$ cat src/alu_pkg.sv
/*
 * Constants for the accumulator ALU subset: operation codes, widths and reset values.
 * Assumes a single 10 MHz clock domain and no software-visible registers.
 */
package alu_pkg;

    localparam int DATA_W = 8;
    localparam int ADDR_W = 7;
    localparam int BIT_W = 3;
    localparam int OP_W = 3;
    localparam int NIB = 4;
    localparam int MSB = 7;

    localparam logic [OP_W-1:0] OP_NONE = 3'h0;
    localparam logic [OP_W-1:0] OP_ADD_IMM_CARRY = 3'h1;
    localparam logic [OP_W-1:0] OP_ADD_IMM = 3'h2;
    localparam logic [OP_W-1:0] OP_AND_FILE = 3'h3;
    localparam logic [OP_W-1:0] OP_AND_IMM = 3'h4;
    localparam logic [OP_W-1:0] OP_BIT_CLEAR = 3'h5;
    localparam logic [OP_W-1:0] OP_BIT_SET = 3'h6;

    localparam logic DEST_WORKING = 1'h0;

    localparam logic [DATA_W-1:0] WORK_RESET = 8'h00;
    localparam logic [DATA_W-1:0] ZERO_BYTE = 8'h00;
    localparam logic FLAG_RESET = 1'h0;

    typedef enum logic [1:0] {
        ST_IDLE = 2'h1,
        ST_EXEC = 2'h2
    } exec_state_t;

endpackage : alu_pkg

$ cat src/accumulator_alu_op_subset.sv
/*
 * Execution datapath for add-immediate, AND and single-bit clear/set operations.
 * Assumes the caller presents one operation per cycle with op_valid and supplies
 * the addressed file register value on file_rdata in the same cycle.
 */
`timescale 1ns/1ps
`default_nettype none

module accumulator_alu_op_subset #(
    parameter int DATA_W = alu_pkg::DATA_W,
    parameter int ADDR_W = alu_pkg::ADDR_W
) (
    input wire logic clk,
    input wire logic reset_n,
    input wire logic op_valid,
    input wire logic [alu_pkg::OP_W-1:0] op_code,
    input wire logic [DATA_W-1:0] imm_data,
    input wire logic [ADDR_W-1:0] file_addr,
    input wire logic [alu_pkg::BIT_W-1:0] bit_sel,
    input wire logic dest_sel,
    input wire logic [DATA_W-1:0] file_rdata,
    output logic [DATA_W-1:0] working_register,
    output logic zero_flag,
    output logic half_sum_flag,
    output logic carry_flag,
    output logic file_we,
    output logic [ADDR_W-1:0] file_waddr,
    output logic [DATA_W-1:0] file_wdata,
    output logic done
);

    ////////////////////////////////////////////////////////////////////////////

    typedef struct packed {
        alu_pkg::exec_state_t st;
        logic [DATA_W-1:0] work;
        logic z;
        logic hc;
        logic c;
        logic we;
        logic [ADDR_W-1:0] waddr;
        logic [DATA_W-1:0] wdata;
    } state_t;

    // Result of an addition together with its two carries.
    typedef struct packed {
        logic carry;
        logic half;
        logic [DATA_W-1:0] value;
    } sum_t;

    state_t s_q;
    state_t s_d;

    logic accepted;
    logic carry_in;
    sum_t sum;
    logic [DATA_W-1:0] and_operand;
    logic [DATA_W-1:0] anded;
    logic [DATA_W-1:0] bit_mask;

    ////////////////////////////////////////////////////////////////////////////

    // Adds two bytes and a carry-in, returning the carries out of bit 3 and the top bit.
    function automatic sum_t add_bytes(input logic [DATA_W-1:0] a,
                                       input logic [DATA_W-1:0] b,
                                       input logic cin);
        logic [alu_pkg::NIB:0] lo;
        logic [DATA_W:0] full;
        sum_t res;
        lo = {1'h0, a[alu_pkg::NIB-1:0]} + {1'h0, b[alu_pkg::NIB-1:0]}
             + {{alu_pkg::NIB{1'h0}}, cin};
        full = {1'h0, a} + {1'h0, b} + {{DATA_W{1'h0}}, cin};
        res.carry = full[DATA_W];
        res.half = lo[alu_pkg::NIB];
        res.value = full[DATA_W-1:0];
        return res;
    endfunction : add_bytes

    // Tells whether a byte is all zeros.
    function automatic logic is_zero(input logic [DATA_W-1:0] v);
        return (v == alu_pkg::ZERO_BYTE);
    endfunction : is_zero

    // Builds a mask with only the selected bit position set.
    function automatic logic [DATA_W-1:0] one_hot_bit(input logic [alu_pkg::BIT_W-1:0] pos);
        logic [DATA_W-1:0] m;
        m = '0;
        m[pos] = 1'h1;
        return m;
    endfunction : one_hot_bit

    // Tells whether an operation code names one of the executed operations.
    function automatic logic is_known_op(input logic [alu_pkg::OP_W-1:0] code);
        logic known;
        case (code)
            alu_pkg::OP_ADD_IMM_CARRY, alu_pkg::OP_ADD_IMM, alu_pkg::OP_AND_FILE,
            alu_pkg::OP_AND_IMM, alu_pkg::OP_BIT_CLEAR, alu_pkg::OP_BIT_SET:
            begin
                known = 1'h1;
            end
            default:
            begin
                known = 1'h0;
            end
        endcase
        return known;
    endfunction : is_known_op

    // Queues a file register write in a copy of the state.
    function automatic state_t with_write(input state_t s,
                                          input logic [ADDR_W-1:0] addr,
                                          input logic [DATA_W-1:0] data);
        state_t r;
        r = s;
        r.we = 1'h1;
        r.waddr = addr;
        r.wdata = data;
        return r;
    endfunction : with_write

    ////////////////////////////////////////////////////////////////////////////

    // Operand selection and arithmetic shared by the operations.
    assign accepted = op_valid && is_known_op(op_code);
    assign carry_in = (op_code == alu_pkg::OP_ADD_IMM_CARRY) ? s_q.c : 1'h0;
    assign sum = add_bytes(s_q.work, imm_data, carry_in);
    assign and_operand = (op_code == alu_pkg::OP_AND_FILE) ? file_rdata : imm_data;
    assign anded = s_q.work & and_operand;
    assign bit_mask = one_hot_bit(bit_sel);

    ////////////////////////////////////////////////////////////////////////////

    // Next state: one operation per cycle, taking effect at the next edge.
    always_comb
    begin
        s_d = s_q;
        s_d.we = 1'h0;
        s_d.st = accepted ? alu_pkg::ST_EXEC : alu_pkg::ST_IDLE;
        if (op_valid)
        begin
            case (op_code)
                alu_pkg::OP_ADD_IMM_CARRY, alu_pkg::OP_ADD_IMM:
                begin
                    s_d.work = sum.value;
                    s_d.z = is_zero(sum.value);
                    s_d.hc = sum.half;
                    s_d.c = sum.carry;
                end
                alu_pkg::OP_AND_FILE:
                begin
                    s_d.z = is_zero(anded);
                    if (dest_sel == alu_pkg::DEST_WORKING)
                    begin
                        s_d.work = anded;
                    end
                    else
                    begin
                        s_d = with_write(s_d, file_addr, anded);
                    end
                end
                alu_pkg::OP_AND_IMM:
                begin
                    s_d.work = anded;
                    s_d.z = is_zero(anded);
                end
                alu_pkg::OP_BIT_CLEAR:
                begin
                    s_d = with_write(s_d, file_addr, file_rdata & ~bit_mask);
                end
                alu_pkg::OP_BIT_SET:
                begin
                    s_d = with_write(s_d, file_addr, file_rdata | bit_mask);
                end
                default:
                begin
                    s_d.we = 1'h0;
                end
            endcase
        end
    end

    ////////////////////////////////////////////////////////////////////////////

    // State register, cleared to the documented reset values.
    always_ff @(posedge clk or negedge reset_n)
    begin
        if (!reset_n)
        begin
            s_q.st <= alu_pkg::ST_IDLE;
            s_q.work <= alu_pkg::WORK_RESET;
            s_q.z <= alu_pkg::FLAG_RESET;
            s_q.hc <= alu_pkg::FLAG_RESET;
            s_q.c <= alu_pkg::FLAG_RESET;
            s_q.we <= 1'h0;
            s_q.waddr <= '0;
            s_q.wdata <= alu_pkg::ZERO_BYTE;
        end
        else
        begin
            s_q <= s_d;
        end
    end

    ////////////////////////////////////////////////////////////////////////////

    assign working_register = s_q.work;
    assign zero_flag = s_q.z;
    assign half_sum_flag = s_q.hc;
    assign carry_flag = s_q.c;
    assign file_we = s_q.we;
    assign file_waddr = s_q.waddr;
    assign file_wdata = s_q.wdata;
    assign done = (s_q.st == alu_pkg::ST_EXEC);

endmodule : accumulator_alu_op_subset

`default_nettype wire

$ cat config.mk
export PLATFORM = sky130hd
export DESIGN_NAME = accumulator_alu_op_subset
export DESIGN_NICKNAME = d
export VERILOG_FILES = /design/src/alu_pkg.sv /design/src/accumulator_alu_op_subset.sv
export SDC_FILE = /design/constraint.sdc
export NUM_CORES = 1
export LEC_CHECK = 0
export BUFFER_PORTS_ARGS = -buffer_cell sky130_fd_sc_hd__buf_2
export CAP_MARGIN = 5
export CORE_MARGIN = 1
export CORE_UTILIZATION = 56
export DETAILED_ROUTE_END_ITERATION = 6
export PLACE_DENSITY = 0.87
export REMOVE_ABC_BUFFERS = 1
export SETUP_SLACK_MARGIN = 0.05
export SYNTH_ARGS = -nofsm -noshare
export SYNTH_HDL_FRONTEND = slang
export SYNTH_SLANG_ARGS = --single-unit
$ cat constraint.sdc
create_clock -name clk -period 4.4 [get_ports clk]
set_clock_uncertainty 0.15 [all_clocks]
set_input_delay 0.44 -clock clk [delete_from_list [all_inputs] [get_ports clk]]
set_output_delay 0.44 -clock clk [all_outputs]
set_load 0.005 [all_outputs]
### Yosys cells after proc, flatten, opt, wreduce, memory -nomap -nowiden

Cells that the tools add are included.

| storage, ports and cells | value |
|---|---|
| bits of input ports | 33 |
| register bits | 29 |

| cells by class | value |
|---|---|
| reductions and logical operators | 13 |
| $add $sub $neg | 4 |
| multiplexer cells | 13 |
| equal/unequal tests | 9 |
| magnitude comparators | 2 |
| bitwise logic cells | 5 |

Operators with widths:

| operator | number |
|---|---|
| $pmux W15 S3 | 1 |
| $mux W16 | 2 |
| $pmux W9 S3 | 1 |
| $and A8 B8 Y8 | 2 |
| $logic_not A8 Y1 | 2 |
| $mux W8 | 2 |
| $add A8 B8 Y9 | 1 |
| $add A9 B1 Y9 | 1 |
| $eq A3 B3 Y1 const B | 3 |
| $reduce_and A3 Y1 | 3 |
| $not A8 Y8 | 1 |
| $or A8 B8 Y8 | 1 |
| $eq A3 B2 Y1 const B | 2 |
| $reduce_bool A3 Y1 | 2 |
| $reduce_or A6 Y1 | 1 |
| $add A4 B4 Y5 | 1 |
| $add A5 B1 Y5 | 1 |
| $lt A3 B4 Y1 const B | 1 |
| $ne A2 B2 Y1 const B | 2 |
| $pmux W2 S2 | 1 |
| $reduce_or A2 Y1 | 2 |
| $demux W1 S3 | 1 |
| $eq A3 B1 Y1 const B | 1 |
| $ge A3 B1 Y1 const B | 1 |
| 7 further kinds | 10 |

### Logic depth before layout (Yosys ltp)

Gate-level depths: netlist (run 1).

| logic depth | value |
|---|---|
| depth after elaboration | 8 |
| depth in mapped cells | 11 |
| mapped depth without buffers | 10 |

### Least setup slack after synthesis (run 1)

No wires, ideal clock.

| path | value |
|---|---|
| path type | input-to-reg |
| start point | input port op_code[2] in the netlist's numbering |
| end point | register s_q (netlist bit zero_flag) |
| library setup time | 0.104 ns |
| buffers on the path | 1 |
| cell stages on the path | 9 |
| data arrival time | 2.632 ns |
| slack | 1.514 ns |
| cell sequence | buf_2 -> nor3_1 -> fa_1 -> fa_1 -> a21o_1 -> a21oi_2 -> xnor2_1 -> or4_1 -> o41ai_2 |

| between the ends | value |
|---|---|
| longest elaborated chain between the ends | 5 |
| elaborated cells on any way between the ends | 14 |
| classes of those cells | add/sub: 1; eq/ne: 4; mux: 3; bitwise: 1; reduce/logical: 5 |

Ends and longest elaborated chain:

| item | RTL line | RTL |
|---|---|---|
| start: declaration | accumulator_alu_op_subset.sv:16 | `input wire logic [alu_pkg::OP_W-1:0] op_code,` |
| $eq A3 B1 Y1 / $eq A3 B2 Y1 (equally long branches) | accumulator_alu_op_subset.sv:126, accumulator_alu_op_subset.sv:142, accumulator_alu_op_subset.sv:128 |  |
| $mux W1 / $mux W8 (equally long branches) | accumulator_alu_op_subset.sv:126, accumulator_alu_op_subset.sv:128 |  |
| $add A9 B1 Y9 / $and A8 B8 Y8 (equally long branches) | accumulator_alu_op_subset.sv:73, accumulator_alu_op_subset.sv:129 |  |
| $logic_not A8 Y1 | accumulator_alu_op_subset.sv:82 | `return (v == alu_pkg::ZERO_BYTE);` |
| $pmux W9 S3 | accumulator_alu_op_subset.sv:142 | `case (op_code)` |
| end: declaration | accumulator_alu_op_subset.sv:52 | `state_t s_q;` |

Several ways; a longest one is shown, not always the timed one.
A chain may end at the register's enable or synchronous reset.

### Final worst setup path (run 1)

| path | value |
|---|---|
| start point | register s_q (netlist bit carry_flag) |
| end point | register s_q (netlist bit zero_flag) |

| between the ends | value |
|---|---|
| longest elaborated chain between the ends | 4 |

Ends and longest elaborated chain:

| item | RTL line | RTL |
|---|---|---|
| $mux W1 | accumulator_alu_op_subset.sv:126 | `assign carry_in = (op_code == alu_pkg::OP_ADD_IMM_CARRY) ? s_q.c : 1'h0;` |
| $add A9 B1 Y9 | accumulator_alu_op_subset.sv:73 | `full = {1'h0, a} + {1'h0, b} + {{DATA_W{1'h0}}, cin};` |
| $logic_not A8 Y1 | accumulator_alu_op_subset.sv:82 |  |
| $pmux W9 S3 | accumulator_alu_op_subset.sv:142 |  |

Every way passes these cells.

==> metrics.cfg, run 1 <==
[status]
status = completed

[placement]
hpwl_um = 3574
gp_congestion = 0.9787
port_buffers = 60
dp_cells = 316

[floorplan]
core-area_um2 = 3661
fp.dieW_um = 63.87
rows = 22
die_h_um = 63.87
io_pins = 61
dieArea_um2 = 4079
initial_core_util = 0.5854

[sta]
setup_viol = 0
tns_ps = 0
finalCriticalPeriod_ps = 2832
rsz0062_at_grt = no
fmax_ghz = 0.3531
finalMaxSlewViolations = 0
whs_ps = 43.11
worst_slew_pin_slew_ps = 843.8
slew_headroom = 0.4337
hold_viol_final = 0
period_share = 0.6436

[detailed_routing]
vias_per_cell = 5.685
drc = 0
antenna_left = 0
wire_per_inst_um = 14.45
routed_wl_um = 4681
drtIter0Drc = 92
vias = 1842
dr.pass1.iters = 4

[layout]
area_delta_synth_final_pct = 10.80
nNetsFinal = 317
final_util = 0.6487
n_antenna_cell = 0
drive_gt1_frac = 0.2790
stdcell_count = 324

[clock_network]
cts.sinks = 29
cts-root-buf = clkbuf_8
h-tree-depth = 2
clk_latency_ps = 280
clockBufferDepth = 2
cts_hold_buf = 0
cts_tree = done
ctsResizeCount = 0
cts_buffers = 5
clkSlewWorstSetupHoldPaths_ps = 60
cts_setup_buffers = 0

[yosys]
synthCells = 242
synth_flop_cell = dfrtp_1
yosysTopAreaCell = dfrtp_1
yosysMostFrequentCell = dfrtp_1
synth_area_per_cell_um2 = 8.857
synth_edf_count = 0
ys_types = 47
ys_ff_latch = 29
async_reset_ff_frac = 1.000
synthTopCellsByCount = 28 x dfrtp_1, 26 x nor2_1, 24 x buf_4, 24 x nand2_1, 19 x a21oi_1
synth_top_area_share = 0.3269
yosys-top-cells-area = dfrtp_1 33%, buf_4 8.4%, mux2i_1 7.5%
synth.cell_area_um2 = 2143
yosys_warnings = 0
ys_seq_area_frac = 0.3392

[pwr]
p_per_area_nw_per_um2 = 501.7
p_leak_nw = 1.140
peakVddDrop_v = 0.0002749
power_mw = 1.191

[worst_setup_path]
worstSetupStartpoint = carry_flag
crit_path_frequent_cell = fa_1
worstPathCellList = nand2_1, nor3_1, fa_1, fa_1, a21o_1, a21oi_2, xnor2_1, or4_1, o41ai_2
crit_family = adder cells
path_buf_inv = 0
cp.required_ps = 4430
worstPathArrival_ps = 2860
r2r_start = carry_flag
end_kind = flop
cpMaxStageDelayCell = or4_1
critPathMaxStageDelay_ps = 540
startpoint_type = flop
critPathMaxFanout = 3
critical_path_class = flop to flop

[global_routing]
grt_usage = 0.2502
grt_pass1_wl_um = 7769
grt_pass1_vias = 1708
grt_remaining_overflow = 0
grt_max_degree = 30
antenna_found_initial = 0

[worst_hold_path]
hold_path_class = input pin to async pin

[flow_run]
cap_violations = 0

## final timing paths
| kind | slack (ps) | to | depth (start not counted) |
|---|---|---|---|
| setup / recovery | 1570 | zero_flag | 9 |
| hold / removal | 40 | working_register[3] | 1 |
| setup reg to reg | 1570 | zero_flag | 9 |
| hold reg to reg | 330 | file_waddr[3] | 1 |
| max in group asynchronous | 3630 | file_wdata[2] | 1 |
| min in group clk | 220 | file_waddr[0] | 2 |
## metrics by stage
step / worst slack (ps) / area, um2
final: 1568 / 2375
after CTS: 1586 / 2375
after global routing: 1412 / 2375
after global placement: 1428 / 2285
after detailed placement: 1367 / 2285
after floorplan: 1691 / 1909
## area by class of cell
cell class                 instances  area [um2]
clock buffer                       8       90.09
fill                             322        1286
inverter                           6       22.52
multi-input combinational        171        1160
sequential                        29       726.9
tap                               48       60.06
timing repair buffer              62       315.3
## logic make-up after synthesis
family                   Yosys count  synth area share
AO/OA/AOI/OAI                     60            0.1868
flip-flops                        29            0.3392
buffers and inverters             42            0.1197
multiplexers                      24            0.1168
adder cells (fa/ha/maj)            9           0.05954
AND/OR/NAND/NOR                   72            0.1535
XOR/XNOR                           6           0.02452
## report_power, final
group	internal (mW)	switching [mW]	leakage (nW)
combinational	0.257	0.298	0.753
clock	0.127	0.0949	0.0455
sequential	0.343	0.0710	0.341
## metal layers
metal | GRT usage | routed length (um) | share of wire
met5 | 0 | 0 | 0
met4 | 0.07955 | 62 | 0.013
met3 | 0.06607 | 348 | 0.074
met2 | 0.4149 | 2254 | 0.48
met1 | 0.3158 | 2015 | 0.43
## worst reg2reg max path, cell delays in order, from the launching register on
cell and delay (ps):
dfrtp_1 400, nand2_1 70, nor3_1 50, fa_1 420, fa_1 440, a21o_1 200, a21oi_2 180, xnor2_1 100
or4_1 540, o41ai_2 190
## flip-flops by register name (all words and copies together) (netlist names)
| name | count |
|---|---|
| file_we | 1 |
| s_q | 2 |
| file_waddr | 7 |
| zero_flag | 1 |
| working_register | 8 |
| half_sum_flag | 1 |
| carry_flag | 1 |
| file_wdata | 8 |
## placed cells by master (no fill, tap or decap), types with 5 or more instances in the layout
master / synthesis / routed
dfrtp_1: 28 / 28
clkbuf_8: 0 / 6
mux2i_1: 16 / 16
a31oi_1: 7 / 7
ha_1: 7 / 7
mux2_1: 7 / 7
nand3_1: 5 / 5
nor2_1: 26 / 26
a21oi_1: 19 / 19
nand2_1: 24 / 24
buf_2: 7 / 60
(Power assumes the default switching activity.)
==> inputs of run 2 (changes only) <==
--- a/config.mk
+++ b/config.mk
@@ -8,9 +8,9 @@
 export BUFFER_PORTS_ARGS = -buffer_cell sky130_fd_sc_hd__buf_2
 export CAP_MARGIN = 5
 export CORE_MARGIN = 1
-export CORE_UTILIZATION = 56
+export CORE_UTILIZATION = 52
 export DETAILED_ROUTE_END_ITERATION = 6
-export PLACE_DENSITY = 0.87
+export PLACE_DENSITY = 0.82
 export REMOVE_ABC_BUFFERS = 1
 export SETUP_SLACK_MARGIN = 0.05
 export SYNTH_ARGS = -nofsm -noshare
==> constraint.sdc (replaced) <==
create_clock -name clk -period 2.7 [get_ports clk]
set_clock_uncertainty 0.15 [all_clocks]
set_input_delay 0.27 -clock clk [delete_from_list [all_inputs] [get_ports clk]]
set_output_delay 0.27 -clock clk [all_outputs]
set_load 0.005 [all_outputs]
==> metrics.cfg, run 2 (synthesis gave the netlist of run 1 again) <==
[worst_setup_path]
worstSetupStartpoint = carry_flag  ; unchanged
worstSetupEndpoint = zero_flag  ; unchanged
critPathMaxFanout = 2  ; was 3
end_kind = flop  ; unchanged
startpoint_type = flop  ; unchanged
worstPathArrival_ps = 2710  ; was 2860 ps
cp.required_ps = 2740  ; was 4430 ps
r2r_start = carry_flag  ; unchanged
regToRegEndpoint = zero_flag  ; unchanged
r2r_slack_ps = 30  ; was 1570 ps
critical_path_class = flop to flop  ; unchanged
ff2ff_path_depth = 9  ; unchanged

[detailed_routing]
wire_per_inst_um = 15.10  ; was 14.45 um
drtIter0Drc = 116  ; was 92
antenna_left = 0  ; unchanged
vias = 1896  ; was 1,842
drc = 0  ; unchanged
routed_wl_um = 5165  ; was 4681 um
vias_per_cell = 5.544  ; was 5.685
dr.pass1.iters = 4  ; unchanged

[layout]
mostFrequentLayoutCell = buf_2  ; unchanged
n_fill_cell = 325  ; was 322
nNetsFinal = 335  ; was 317
n_antenna_cell = 0  ; unchanged
final_cell_mix = 60 x buf_2, 28 x dfrtp_1, 25 x nor2_1  ; was 60 x buf_2, 28 x dfrtp_1, 26 x nor2_1
area_delta_synth_final_pct = 20.02  ; was 10.80%
drive_gt1_frac = 0.3639  ; was 0.2790

[clock_network]
cts_buffers = 5  ; unchanged
cts_tree = done  ; unchanged
cts.sinks = 29  ; unchanged
clockBufferDepth = 2  ; unchanged
cts-root-buf = clkbuf_8  ; unchanged
h-tree-depth = 2  ; unchanged
clkSlewWorstSetupHoldPaths_ps = 70  ; was 60 ps
clk_latency_ps = 290  ; was 280 ps

[global_routing]
grt_remaining_overflow = 0  ; unchanged
antenna_found_initial = 0  ; unchanged
grt_pass1_vias = 1745  ; was 1,708
grt_usage = 0.2581  ; was 0.2502
grt_pass1_wl_um = 8135  ; was 7769 um
grt_max_degree = 30  ; unchanged

[pwr]
power_mw = 2.209  ; was 1.191 mW
p_leak_nw = 1.237  ; was 1.140 nW
peakVddDrop_v = 0.0005702  ; was 0.0002749 V
p_per_area_nw_per_um2 = 858.6  ; was 501.7 nW/um2

[sta]
whs_ps = 43.48  ; was 43.11 ps
rsz0062_at_grt = yes  ; was no
finalMaxSlewViolations = 0  ; unchanged
setup_ws_ps = 33.50  ; was 1568 ps
period_share = 0.9876  ; was 0.6436
hold_viol_final = 0  ; unchanged
setup_viol = 0  ; unchanged
finalCriticalPeriod_ps = 2666  ; was 2832 ps
worst_slew_pin_slew_ps = 652.7  ; was 843.8 ps
fmax_ghz = 0.3750  ; was 0.3531 GHz
slew_headroom = 0.5649  ; was 0.4337

[floorplan]
core-area_um2 = 3799  ; was 3661 um2
rows = 22  ; unchanged
io_pins = 61  ; unchanged
dieArea_um2 = 4382  ; was 4079 um2
die_h_um = 66.20  ; was 63.87 um
initial_core_util = 0.5642  ; was 0.5854
fp.dieW_um = 66.20  ; was 63.87 um

[placement]
port_buffers = 60  ; unchanged
post-place-ws_ps = -81.19  ; was 1367 ps
gp_congestion = 0.9177  ; was 0.9787
hpwl_um = 3704  ; was 3574 um

[worst_hold_path]
hold_path_class = input pin to flop  ; was input pin to async pin

[flow_run]
cap_violations = 0  ; unchanged

[status]
status = completed  ; unchanged

## run 2: final cells by class
cell class / instances / area [um2] / share of cell area
multi-input cells: 171 / 1220 / 0.4742
flip-flops and latches: 29 / 726.9 / 0.2826
repair buffers: 80 / 456.7 / 0.1775
clock buffers: 5 / 68.82 / 0.02675
well taps: 48 / 60.06 / 0.02335
inverters: 6 / 22.52 / 0.008755
clock inverters: 3 / 17.52 / 0.006809
## run 2: repair_timing
action / in CTS / in global routing
buffers inserted: 8 / 2
endpoints found under the setup margin: 1 / 4
resized for setup: 4 / 10
hold endpoints to repair: 28 / 0
gates cloned: 0 / 0
pin swaps: 4 / 9
hold buffers: 1 / 0
## run 2: worst max-delay path: stages, from the launching register on
cell	delay (ps)
dfrtp_1	390
nand2_2	90
nor3_4	60
fa_2	390
fa_2	360
buf_6	140
xnor2_4	150
nand3_2	100
or4_4	550
o41ai_2	190
## run 2: stage by stage
step | std cells | util | TNS (ps) | cell area (um2)
after floorplan | 206 | - | 0 | 1909
after global placement | 325 | 0.6192 | -11.23 | 2352
after detailed placement | 325 | 0.6192 | -81.19 | 2352
after CTS | 342 | 0.6647 | 0 | 2525
after global routing | 342 | 0.6772 | -52.03 | 2572
final | 342 | 0.6772 | 0 | 2572
## run 2: how the worst min path moves through the flow
stage | start | end | slack, ps | cells past startpoint
after CTS | file_addr[6] | file_waddr[6] | 40 | 2
after global placement | reset_n | file_waddr[2] | 180 | 1
after floorplan | reset_n | carry_flag | -180 | 0
final | file_addr[6] | file_waddr[6] | 40 | 2
after global routing | file_addr[6] | file_waddr[6] | 40 | 2
after detailed placement | reset_n | file_waddr[2] | 190 | 1
## run 2: per-layer routing
| metal | GRT usage | part of all wire |
|---|---|---|
| met5 | 0 | 0 |
| met3 | 0.05690 | 0.061 |
| met2 | 0.4222 | 0.48 |
| met1 | 0.3150 | 0.43 |
| met4 | 0.1356 | 0.028 |
## run 2: power by group
group	internal (mW)	switching [mW]	leakage, nW
clock network	0.177	0.180	0.0439
logic	0.580	0.604	0.852
registers	0.558	0.110	0.341
==> inputs of run 3 (changes only) <==
--- a/config.mk
+++ b/config.mk
@@ -8,9 +8,9 @@
 export BUFFER_PORTS_ARGS = -buffer_cell sky130_fd_sc_hd__buf_2
 export CAP_MARGIN = 5
 export CORE_MARGIN = 1
-export CORE_UTILIZATION = 52
+export CORE_UTILIZATION = 45
 export DETAILED_ROUTE_END_ITERATION = 6
-export PLACE_DENSITY = 0.82
+export PLACE_DENSITY = 0.73
 export REMOVE_ABC_BUFFERS = 1
 export SETUP_SLACK_MARGIN = 0.05
 export SYNTH_ARGS = -nofsm -noshare
==> metrics.cfg, run 3 (synthesis gave the netlist of run 1 again) <==
[placement]
hpwl_um = 3835  ; was 3704 um
post-place-ws_ps = -78.80  ; was -81.19 ps
port_buffers = 60  ; unchanged
gp_congestion = 0.8938  ; was 0.9177
dp_cells = 329  ; was 325

[floorplan]
initial_core_util = 0.4790  ; was 0.5642
die_h_um = 71.02  ; was 66.20 um
core-area_um2 = 4474  ; was 3799 um2
dieArea_um2 = 5043  ; was 4382 um2
fp.dieW_um = 71.02  ; was 66.20 um
rows = 24  ; was 22
io_pins = 61  ; unchanged

[pwr]
internal_power_mw = 1.251  ; was 1.315 mW
seqPwrFrac = 0.321  ; was 0.302
power_mw = 2.072  ; was 2.209 mW
clockPowerShare = 0.171  ; was 0.162
pwr-share-comb = 0.508  ; was 0.536
p_leak_nw = 1.208  ; was 1.237 nW
p_switching_mw = 0.8212  ; was 0.8935 mW
p_sw_frac = 0.3963  ; was 0.4045
peakVddDrop_v = 0.0003983  ; was 0.0005702 V
p_per_area_nw_per_um2 = 829.0  ; was 858.6 nW/um2

[worst_hold_path]
hold_path_class = input pin to flop  ; unchanged
min_to = file_waddr[5]  ; was file_waddr[6]
hold_depth = 2  ; unchanged
hold_start = file_addr[5]  ; was file_addr[6]

[clock_network]
h-tree-depth = 2  ; unchanged
cts_tree = done  ; unchanged
cts.sinks = 29  ; unchanged
clkSlewWorstSetupHoldPaths_ps = 70  ; about the same
clockBufferDepth = 2  ; unchanged
cts-root-buf = clkbuf_8  ; unchanged
cts_buffers = 5  ; unchanged
clk_latency_ps = 290  ; about the same

[layout]
drive_gt1_frac = 0.3310  ; was 0.3639
final_cell_mix = 60 x buf_2, 28 x dfrtp_1, 26 x nor2_1  ; was 60 x buf_2, 28 x dfrtp_1, 25 x nor2_1
n_antenna_cell = 0  ; unchanged
n_fill_cell = 425  ; was 325
mostFrequentLayoutCell = buf_2  ; unchanged
nNetsFinal = 331  ; was 335
regArea_um2 = 726.9  ; unchanged
multi_input_area_um2 = 1176  ; was 1220 um2
area_delta_synth_final_pct = 16.64  ; was 20.02%
stdcell_count = 342  ; unchanged

[detailed_routing]
antenna_left = 0  ; unchanged
routed_wl_um = 5051  ; was 5165 um
wire_per_inst_um = 14.77  ; was 15.10 um
dr.pass1.iters = 6  ; was 4
drtIter0Drc = 92  ; was 116
vias_per_cell = 5.444  ; was 5.544
vias = 1862  ; was 1,896
drc = 3  ; was 0

[worst_setup_path]
critPathMaxFanout = 2  ; unchanged
regToRegEndpoint = zero_flag  ; unchanged
worstSetupStartpoint = carry_flag  ; unchanged
cp.required_ps = 2740  ; about the same
end_kind = flop  ; unchanged
r2r_slack_ps = 110  ; was 30 ps
ff2ff_path_depth = 9  ; unchanged
startpoint_type = flop  ; unchanged
r2r_start = carry_flag  ; unchanged
critical_path_class = flop to flop  ; unchanged
worstPathArrival_ps = 2630  ; was 2710 ps

[sta]
fmax_ghz = 0.3856  ; was 0.3750 GHz
worst_slew_pin_slew_ps = 655.3  ; was 652.7 ps
whs_ps = 39.83  ; was 43.48 ps
slew_headroom = 0.5631  ; was 0.5649
setup_ws_ps = 106.6  ; was 33.50 ps
hold_viol_final = 0  ; unchanged
setup_viol = 0  ; unchanged
finalCriticalPeriod_ps = 2593  ; was 2666 ps
finalMaxSlewViolations = 0  ; unchanged
rsz0062_at_grt = yes  ; unchanged
period_share = 0.9605  ; was 0.9876

[status]
violations = design-rule violations
status = finished with violations  ; was completed

[global_routing]
antenna_found_initial = 0  ; unchanged
grt_max_degree = 30  ; unchanged
grt_pass1_wl_um = 8238  ; was 8135 um
grt_usage = 0.2140  ; was 0.2581
grt_remaining_overflow = 0  ; unchanged
grt_pass1_vias = 1767  ; was 1,745

[flow_run]
cap_violations = 0  ; unchanged

==> run 3: cell count changes in the layout (fill, tap and decap cells not counted), sizes merged <==
cell,delta
buf,-4
==> run 3: how the worst max path moves through the flow <==
stage	slack, ps	to	cells after the start
after floorplan	20	zero_flag	9
after global placement	3	zero_flag	9
after detailed placement	-80	zero_flag	9
after CTS	30	zero_flag	9
after global routing	4	zero_flag	9
final	110	zero_flag	9
==> run 3: cell type report <==
| class | instances | area share |
|---|---|---|
| multi-input cells | 171 | 0.4705 |
| flip-flops and latches | 29 | 0.2908 |
| repair buffers | 76 | 0.1692 |
| clock buffers | 5 | 0.02753 |
| well taps | 52 | 0.02603 |
| inverters | 6 | 0.009009 |
| clock inverters | 3 | 0.007007 |
==> run 3: through the flow <==
stage	util	TNS [ps]	area [um2]
floorplan	-	0	1909
global placement	0.5268	0	2357
detailed placement	0.5268	-78.80	2357
CTS	0.5587	0	2500
global route	0.5587	0	2500
finish	0.5587	0	2500
==> run 3: worst max-delay path, stage by stage, from the launching register on <==
cell	delay, ps
dfrtp_1	390
nand2_1	70
nor3_1	50
fa_2	370
fa_2	350
buf_4	150
xnor2_2	160
nand3_1	80
or4_1	530
o41ai_2	200
==> run 3: what timing repair did <==
item,in CTS,in global routing
setup buffers,4,0
pin swaps,4,1
hold buffers,1,0
endpoints found under the hold margin,28,0
setup endpoints to repair,2,3
cloned,0,0
gates resized for setup,4,0
==> run 3: routing by layer <==
layer / vias up / global-route usage / wire (um)
li1: 933 / - / -
met1: 875 / 0.2892 / 2351
met2: 47 / 0.3419 / 2428
met3: 7 / 0.03989 / 209
met4: 0 / 0.08222 / 62
met5: - / 0 / 0
==> run 3: power groups by stage <==
stage	Combinational [mW]	Clock [mW]	Sequential (mW)
2_1_floorplan	0.589	0	0.676
3_3_place_gp	0.947	0	0.665
4_1_cts	1.05	0.365	0.667
6_report	1.05	0.354	0.665
3_5_place_dp	0.960	0	0.674
5_1_grt	1.16	0.384	0.686
